--- src/verilog/wdcr_pkg.sv ---
// Package of constants and types for the watchdog with clock reference
package wdcr_pkg;

  // ---------------------------------------------------------------
  // Register indices (byte address is four times the index)
  // ---------------------------------------------------------------
  localparam logic [7:0] IDX_OSC_FREQ = 8'h51;
  localparam logic [7:0] IDX_WD_CTRL = 8'hD6;
  localparam logic [7:0] IDX_WD_DISABLE = 8'hD7;
  localparam logic [7:0] IDX_IRQ_STATUS = 8'hE0;
  localparam logic [7:0] IDX_IRQ_MASK = 8'hE1;

  // ---------------------------------------------------------------
  // Field layout and reset values
  // ---------------------------------------------------------------
  localparam int FREQ_W = 7;
  localparam int TMO_W = 16;
  localparam int CNT_LSB = 16;
  localparam logic [6:0] FREQ_RESET = 7'h19;
  localparam logic [6:0] FREQ_MIN = 7'h05;
  localparam logic [6:0] FREQ_MAX = 7'h64;
  localparam logic [15:0] TMO_RESET = 16'h03E8;
  localparam logic [31:0] DISABLE_MAGIC = 32'h0D15AB1E;
  localparam logic [31:0] DISABLE_RESET = 32'h0D15AB1E;

  // Interrupt status bits
  localparam int IRQ_W = 2;
  localparam int IRQ_EXPIRED = 0;
  localparam int IRQ_REFUSED = 1;
  localparam logic [1:0] IRQ_RESET = 2'h0;

  // ---------------------------------------------------------------
  // Timing
  // ---------------------------------------------------------------
  localparam int TICK_US = 1000;
  localparam int DIV_W = 17;

  // ---------------------------------------------------------------
  // Types
  // ---------------------------------------------------------------
  typedef struct packed {
    logic [15:0] count;
    logic [15:0] timeout;
  } wdcr_ctrl_type;

  typedef struct packed {
    logic is_freq;
    logic is_ctrl;
    logic is_dis;
    logic is_stat;
    logic is_mask;
  } wdcr_sel_type;

  typedef enum logic [0:0] {
    BUS_IDLE = 1'b0,
    BUS_ANSWER = 1'b1
  } wdcr_bus_type;

endpackage

--- src/verilog/wdcr_tick_div.sv ---
// Millisecond tick generator divided down from the system clock
module wdcr_tick_div #(
  parameter int DIV_W = wdcr_pkg::DIV_W
) (
  // Clock and reset
  input wire logic clk_i,
  input wire logic rst_i,
  // Control
  input wire logic [6:0] freq_mhz_i,
  input wire logic run_i,
  input wire logic clear_i,
  // Tick out
  output logic tick_o
);

  logic [DIV_W-1:0] div_q;
  logic [DIV_W-1:0] div_d;
  logic [DIV_W-1:0] last;
  logic tick_q;
  logic tick_d;
  logic at_last;

  // ---------------------------------------------------------------
  // Divider
  // ---------------------------------------------------------------
  // One period is freq_mhz * 1000 clocks
  assign last = DIV_W'(freq_mhz_i * wdcr_pkg::TICK_US - 1);
  assign at_last = div_q >= last;
  // Frozen outside run so a pending partial millisecond is kept
  assign div_d = clear_i ? '0 : (!run_i ? div_q : (at_last ? '0 : div_q + 1'b1));
  assign tick_d = !clear_i && run_i && at_last;

  always_ff @(posedge clk_i) begin
    if (rst_i) begin
      div_q <= '0;
      tick_q <= 1'b0;
    end else begin
      div_q <= div_d;
      tick_q <= tick_d;
    end
  end

  assign tick_o = tick_q;

endmodule // wdcr_tick_div

--- src/verilog/wdcr_top.sv ---
// Watchdog with protected timeout, disable word and clock reference register
//
// Summary of operation
// - Seven-bit oscillator MHz field, resets to 25
// - Frequency outside 5..100 refused with error
// - Tick timing derived from programmed frequency
// - Timeout counted in millisecond ticks, 16 bits
// - Counter advances only in full-run state
// - Complement mismatch refused, otherwise acknowledged
// - Timeout in low half, resets to 1000
// - Live counter readable in upper half
// - Each kick restarts countdown from timeout
// - Expiry resets the processor tile
// - Writing zero enables the watchdog
// - Magic word resets, stops; reset value disabled
//
// The Wishbone interface to the registers was left to the implementer.
module wdcr_top (
  // Clock and reset
  input wire logic clk_i,
  input wire logic rst_i,
  // Wishbone slave
  input wire logic cyc_i,
  input wire logic stb_i,
  input wire logic we_i,
  input wire logic [9:0] adr_i,
  input wire logic [3:0] sel_i,
  input wire logic [31:0] dat_i,
  output logic [31:0] dat_o,
  output logic ack_o,
  output logic err_o,
  // Power state
  input wire logic full_run_power_state_i,
  // Outputs to the system
  output logic tile_reset_o,
  output logic tick_ms_o,
  output logic [6:0] freq_mhz_o,
  output logic irq_o
);

  // ---------------------------------------------------------------
  // Declarations
  // ---------------------------------------------------------------
  wdcr_pkg::wdcr_bus_type bus_q;
  wdcr_pkg::wdcr_bus_type bus_d;
  wdcr_pkg::wdcr_sel_type hit;
  wdcr_pkg::wdcr_ctrl_type ctrl_view;
  logic [6:0] freq_q;
  logic [6:0] freq_d;
  logic [15:0] tmo_q;
  logic [15:0] tmo_d;
  logic [15:0] cnt_q;
  logic [15:0] cnt_d;
  logic [31:0] dis_q;
  logic [31:0] dis_d;
  logic [1:0] stat_q;
  logic [1:0] stat_d;
  logic [1:0] mask_q;
  logic [1:0] mask_d;
  logic [31:0] rdata_q;
  logic [31:0] rdata_d;
  logic bad_q;
  logic bad_d;
  logic expire_q;
  logic expire_d;
  logic req;
  logic [7:0] idx;
  logic mapped;
  logic full_sel;
  logic freq_ok;
  logic pair_ok;
  logic wr_bad;
  logic do_wr;
  logic wr_freq;
  logic wr_ctrl;
  logic wr_dis;
  logic wr_stat;
  logic wr_mask;
  logic enabled;
  logic tick;
  logic kick;
  logic run;
  logic last_tick;
  logic [1:0] events;
  logic [31:0] rd_mux;

  // ---------------------------------------------------------------
  // Address decode
  // ---------------------------------------------------------------
  assign req = cyc_i && stb_i;
  assign idx = adr_i[9:2];
  assign hit.is_freq = idx == wdcr_pkg::IDX_OSC_FREQ;
  assign hit.is_ctrl = idx == wdcr_pkg::IDX_WD_CTRL;
  assign hit.is_dis = idx == wdcr_pkg::IDX_WD_DISABLE;
  assign hit.is_stat = idx == wdcr_pkg::IDX_IRQ_STATUS;
  assign hit.is_mask = idx == wdcr_pkg::IDX_IRQ_MASK;
  assign mapped = |hit;
  assign full_sel = sel_i == 4'hF;

  // ---------------------------------------------------------------
  // Write checks
  // ---------------------------------------------------------------
  // Range check on the frequency
  assign freq_ok = dat_i[31:7] == 25'h0000000 &&
                   dat_i[6:0] >= wdcr_pkg::FREQ_MIN &&
                   dat_i[6:0] <= wdcr_pkg::FREQ_MAX;
  // Timeout must arrive with its exact one's complement
  assign pair_ok = dat_i[31:16] == ~dat_i[15:0];
  // Partial-lane writes are refused: every field here needs the whole word
  assign wr_bad = we_i && (!mapped || !full_sel ||
                           (hit.is_freq && !freq_ok) ||
                           (hit.is_ctrl && !pair_ok));
  assign bad_d = (bus_q == wdcr_pkg::BUS_IDLE) ? (!mapped || wr_bad) : bad_q;

  // ---------------------------------------------------------------
  // Bus answer sequencing
  // ---------------------------------------------------------------
  // Answer one cycle after the request, hold one cycle, then idle
  always_comb begin
    bus_d = bus_q;
    unique case (bus_q)
      wdcr_pkg::BUS_IDLE: begin
        if (req) begin
          bus_d = wdcr_pkg::BUS_ANSWER;
        end
      end
      wdcr_pkg::BUS_ANSWER: begin
        bus_d = wdcr_pkg::BUS_IDLE;
      end
    endcase
  end

  assign ack_o = bus_q == wdcr_pkg::BUS_ANSWER && !bad_q;
  assign err_o = bus_q == wdcr_pkg::BUS_ANSWER && bad_q;

  // Writes take effect at the edge that sees the acknowledge
  assign do_wr = req && we_i && bus_q == wdcr_pkg::BUS_ANSWER && !bad_q;
  assign wr_freq = do_wr && hit.is_freq;
  assign wr_ctrl = do_wr && hit.is_ctrl;
  assign wr_dis = do_wr && hit.is_dis;
  assign wr_stat = do_wr && hit.is_stat;
  assign wr_mask = do_wr && hit.is_mask;

  // ---------------------------------------------------------------
  // Read data
  // ---------------------------------------------------------------
  assign ctrl_view.count = cnt_q;
  assign ctrl_view.timeout = tmo_q;

  always_comb begin
    rd_mux = 32'h00000000;
    if (hit.is_freq) begin
      rd_mux = {25'h0000000, freq_q};
    end else if (hit.is_ctrl) begin
      rd_mux = ctrl_view;
    end else if (hit.is_dis) begin
      rd_mux = dis_q;
    end else if (hit.is_stat) begin
      rd_mux = {30'h00000000, stat_q};
    end else if (hit.is_mask) begin
      rd_mux = {30'h00000000, mask_q};
    end
  end

  // Sampled when the request is first seen, shown with the answer
  assign rdata_d = (bus_q == wdcr_pkg::BUS_IDLE && req && !we_i) ? rd_mux : rdata_q;
  assign dat_o = rdata_q;

  // ---------------------------------------------------------------
  // Configuration registers
  // ---------------------------------------------------------------
  assign freq_d = wr_freq ? dat_i[6:0] : freq_q;
  assign tmo_d = wr_ctrl ? dat_i[15:0] : tmo_q;
  // Any stored value other than the magic word counts as enabled
  assign dis_d = wr_dis ? dat_i : dis_q;
  assign enabled = dis_q != wdcr_pkg::DISABLE_MAGIC;
  assign freq_mhz_o = freq_q;

  // ---------------------------------------------------------------
  // Watchdog countdown
  // ---------------------------------------------------------------
  // A valid timeout write is a kick; so is every cycle spent in the disabled state
  assign kick = wr_ctrl || !enabled;
  assign run = enabled && full_run_power_state_i;

  wdcr_tick_div #(
    .DIV_W(wdcr_pkg::DIV_W)
  ) u_tick (
    .clk_i(clk_i),
    .rst_i(rst_i),
    .freq_mhz_i(freq_q),
    .run_i(run),
    .clear_i(kick),
    .tick_o(tick)
  );

  // Tick is gated again so a late pulse after leaving full run is dropped
  assign last_tick = tick && run && cnt_q <= 16'h0001;

  always_comb begin
    cnt_d = cnt_q;
    if (wr_ctrl) begin
      cnt_d = dat_i[15:0];
    end else if (!enabled) begin
      cnt_d = tmo_q;
    end else if (last_tick) begin
      cnt_d = tmo_q;
    end else if (tick && run) begin
      cnt_d = cnt_q - 16'h0001;
    end
  end

  // Expiry gives a one-cycle reset pulse to the processor tile
  assign expire_d = last_tick && !wr_ctrl;
  assign tile_reset_o = expire_q;
  assign tick_ms_o = tick;

  // ---------------------------------------------------------------
  // Interrupt status and mask
  // ---------------------------------------------------------------
  assign events[wdcr_pkg::IRQ_EXPIRED] = expire_q;
  assign events[wdcr_pkg::IRQ_REFUSED] = err_o;
  // Set wins over a write-one-to-clear in the same cycle
  assign stat_d = events | (stat_q & ~(wr_stat ? dat_i[1:0] : 2'h0));
  assign mask_d = wr_mask ? dat_i[1:0] : mask_q;
  assign irq_o = |(stat_q & mask_q);

  // ---------------------------------------------------------------
  // Flip-flops
  // ---------------------------------------------------------------
  always_ff @(posedge clk_i) begin
    if (rst_i) begin
      bus_q <= wdcr_pkg::BUS_IDLE;
      bad_q <= 1'b0;
      rdata_q <= 32'h00000000;
    end else begin
      bus_q <= bus_d;
      bad_q <= bad_d;
      rdata_q <= rdata_d;
    end
  end

  always_ff @(posedge clk_i) begin
    if (rst_i) begin
      freq_q <= wdcr_pkg::FREQ_RESET;
      tmo_q <= wdcr_pkg::TMO_RESET;
      cnt_q <= wdcr_pkg::TMO_RESET;
      dis_q <= wdcr_pkg::DISABLE_RESET;
    end else begin
      freq_q <= freq_d;
      tmo_q <= tmo_d;
      cnt_q <= cnt_d;
      dis_q <= dis_d;
    end
  end

  always_ff @(posedge clk_i) begin
    if (rst_i) begin
      expire_q <= 1'b0;
      stat_q <= wdcr_pkg::IRQ_RESET;
      mask_q <= wdcr_pkg::IRQ_RESET;
    end else begin
      expire_q <= expire_d;
      stat_q <= stat_d;
      mask_q <= mask_d;
    end
  end

endmodule // wdcr_top

--- config.mk ---
export PLATFORM = sky130hd
export DESIGN_NAME = wdcr_top
export DESIGN_NICKNAME = d
export VERILOG_FILES = /design/src/verilog/wdcr_pkg.sv /design/src/verilog/wdcr_tick_div.sv /design/src/verilog/wdcr_top.sv
export SDC_FILE = /design/constraint.sdc
export NUM_CORES = 1
export LEC_CHECK = 0
export BUFFER_PORTS_ARGS = -buffer_cell sky130_fd_sc_hd__buf_2
export CAP_MARGIN = 20
export CORE_MARGIN = 5
export CORE_UTILIZATION = 40
export CTS_CLUSTER_SIZE = 24
export DETAILED_ROUTE_END_ITERATION = 8
export SYNTH_ARGS = -nofsm -noshare
export SYNTH_HDL_FRONTEND = slang
export SYNTH_HIERARCHICAL = 1
export SYNTH_SLANG_ARGS = --single-unit
--- constraint.sdc ---
create_clock -name clk_i -period 5.98 [get_ports clk_i]
set_input_delay 0.598 -clock clk_i [delete_from_list [all_inputs] [get_ports clk_i]]
set_output_delay 0.598 -clock clk_i [all_outputs]
set_load 0.01 [all_outputs]
==> metrics.txt <==
Setup WS post-layout=0.449 ns; CP max FO=16; Hold Violations, Final=0; GR Util met2=0.290; CP Launch Point=freq_mhz_o[2]$_SDFFE_PP0P_; GRT met3 Usage=0.0461; Gate power share=0.052; DR WL/cell=17.0 microns; CP Depth=21; initial antenna violation count=0; Seq pwr share=0.437; GR peak layer=met2; clock-pin slew on the worst setup and hold paths=0.06 ns; ys async rst share=0; Placer Congestion=0.863; switching fraction of total power=0.264; 1st-iter DRT viols=558; FF-to-FF setup slack=0.45 ns; n_diodes=0; row count=51; top cells by area, synth=dfxtp_1, ha_1, nand2_1, nor2_1, a21oi_1; Ports=96; hold_buf cts=0; Root Driver=clkbuf_16; Synth Area per Inst=8.50 sq um; FF-to-FF path depth=21; Synth Cell Area=7950 sq um; number of remaining DRC errors=0; FF-to-FF Start=freq_mhz_o[2]$_SDFFE_PP0P_; CP arrival=5.89 ns; crit path capture=u_tick/div_q[6]$_SDFFE_PP0P_; post-synthesis sequential area ratio=0.322; CP top delay family=adder cells; Tot GR Track Use=0.195; synth unique cells=76; worst vdd ir=0.249 mV; Tot Pwr=0.00196 W; CP Launch Type=flip-flop; Reg2Reg Capture Point=u_tick/div_q[6]$_SDFFE_PP0P_; dpl ws=0.0947 ns; synth-to-layout area growth=15.8%; Final Skew=0.0108 ns; Post-synth top flop=dfxtp_1; H-tree levels=4; Synth top cells by count=dfxtp_1, nand2_1, nor2_1; number of synthesized register bits=128; syn nets=1,057; Internal Power=0.00144 W; Vias/cell=5.41; worst path bufs/invs=3; Peak Freq=181 MHz; gr ovfl total=0; CP Class=flip-flop to flip-flop; WP data required=6.34 ns; Leakage=3.81 nW; Max Cap Viol=0; final WL=21,900 microns; Max transition margin=0.297; full die area=22,800 sq um; Hold Path Class=input port to flip-flop; Starting Density=0.407; area leader, netlist=dfxtp_1; antenna viol nets, final=0; Yosys Warn Count=6; min cycle time layout=5.53 ns; CP Cell Sequence=fa_1 > fa_1 > inv_1 > fa_1 > fa_1 > inv_1 > ha_1 > a31o_1 > o211ai_1 > nand2_1 > xnor2_4 > nand4_1 > xor2_1 > ha_1 > a21o_1 > a21oi_1 > o311ai_0 > a21oi_2 > o21ai_4 > buf_12 > nor2_1; net switching power=0.000518 W; post-route cell area=9200 sq um; die height=151 microns; Setup violations, final=0; cts bufs inserted=17; met1 Use GR=0.281; Clock Latency Late Sink=0.43 ns; clock share of power=0.510; pin count of the biggest net entering global routing=60; clock sink count=128; Via Count=6,985; DPL Wire Length=16,200 microns; Max stage delay on crit path=0.52 ns; Crit-path slowest cell=fa_1; critical path's most frequent cell=fa_1; max-slew violations=0; most common cell in the synthesized netlist=dfxtp_1; Pwr per Cell Area=213 nW/um^2; outcome=finished, final reports clean; crit end category=flip-flop; share of layout cells above drive strength 1=0.168; Worst Max-Slew Pin Slew=1.05 ns; DRT Pass-1 Iters=5; clock buffer depth=2; Core ar.=19,500 sq um; post-placement cell area=8590 sq um; Syn Inst Count=935; first-pass GRT wire length=34,900 microns; number of I/O port buffers=93; CTS tree=done; vias in the first global route=6,428; number of synthesized flops with an enable pin=0; period utilization=0.925; layout net count=1,134; Synth top area share=0.322; Die Span X=151 microns
## area by class of cell
cell class              count  area, sq um
multi-input cells         721         5010
clock buffers              17          425
repair buffers            107          586
clock inverters            15          143
well taps                 265          332
flip-flops and latches    128         2560
inverters                  37          139
fillers                  1940        10300
## worst min-delay path by stage
stage                                from                     end  depth (start not counted)
detailed placement  tmo_q[6]$_SDFFE_PP1P_   tmo_q[6]$_SDFFE_PP1P_                          2
floorplan           tmo_q[7]$_SDFFE_PP1P_   tmo_q[7]$_SDFFE_PP1P_                          2
global placement    tmo_q[6]$_SDFFE_PP1P_   tmo_q[6]$_SDFFE_PP1P_                          2
CTS                             dat_i[28]  dis_q[28]$_SDFFE_PP0P_                          3
finish                              stb_i        bus_q$_SDFF_PP0_                          3
global route                    dat_i[30]  dis_q[30]$_SDFFE_PP0P_                          3
## power by group through the flow
stage	registers [W]	clock network, W	logic [W]
2_1_floorplan	0.000878	0	0.0000523
3_3_place_gp	0.000877	0	0.000102
3_5_place_dp	0.000877	0	0.000102
4_1_cts	0.000858	0.00102	0.000102
5_1_grt	0.000858	0.00106	0.000110
6_report	0.000858	0.00100	0.000103
## sequential cells by signal, indices dropped and copies added (netlist names)
signal and count:
bus_q 1, dis_q 32, freq_mhz_o 7, bad_q 1
cnt_q 16, tile_reset_o 1, mask_q 2, u_tick/div_q 17
u_tick/tick_o 1, dat_o 32, stat_q 2, tmo_q 16
## metal layers
metal,part of all wire,up-vias
met1,0.48,3317
li1,-,3455
met3,0.053,33
met4,0.020,0
met5,0,-
met2,0.45,180
## placed cells by master, fill, tap and decap left out, types with 5 or more instances in the layout
cell type / Yosys / routed
nor4bb_1: 7 / 7
and3_1: 10 / 10
o211ai_1: 6 / 6
a211o_1: 5 / 5
nor2_1: 98 / 98
dfxtp_1: 128 / 127
nand4_1: 19 / 19
a21o_1: 6 / 6
fa_1: 18 / 18
xnor2_1: 27 / 27
a221oi_1: 8 / 8
a311oi_1: 7 / 7
and2_1: 5 / 5
inv_1: 37 / 37
buf_2: 5 / 92
ha_1: 52 / 52
nor3_1: 46 / 46
nand2_1: 122 / 122
nand3_1: 10 / 10
a211oi_1: 5 / 5
mux2i_1: 32 / 32
o21ai_0: 5 / 5
clkbuf_16: 0 / 17
inv_8: 0 / 6
nand3b_1: 19 / 19
o31ai_1: 6 / 6
buf_4: 2 / 14
mux2_2: 5 / 5
nor2b_1: 6 / 6
a21oi_1: 73 / 72
xor2_1: 37 / 37
nor4_1: 17 / 17
## per-stage QoR
stage               setup TNS [ns]  instances  hold WS [ns]  utilization
finish                           0       1290         0.448        0.471
global route               -0.0169       1290         0.437        0.471
CTS                              0       1288         0.429        0.469
detailed placement               0       1256         0.458        0.440
global placement                 0       1256         0.448        0.440
floorplan                        0        935         0.430            -
## worst reg2reg max path: cells and delay by family, from the launching register on
family                     cells  cell delay [ns]
adders and majority gates      6             2.65
AOI/OAI and AO/OA              7             1.37
and+or+nand+nor                3             0.39
DFF                            1             0.43
buffers and inverters          3             0.25
xor gates and xnor gates       2             0.36
## kinds of logic (layout without fill, tap and decap cells)
logic type,count (synthesis),after routing,synth area share
and+or+nand+nor,395,395,0.253
AOI/OAI and AO/OA,154,154,0.128
DFF,128,128,0.322
buffers and inverters,86,176,0.0483
adders and majority gates,70,70,0.127
xor gates and xnor gates,65,65,0.0740
muxes,37,37,0.0474
## repair_timing
action	in CTS	in global routing
gates resized for setup	0	3
setup endpoints to repair	0	16
buffers inserted	0	2
Power figures use the tool's default switching activity.
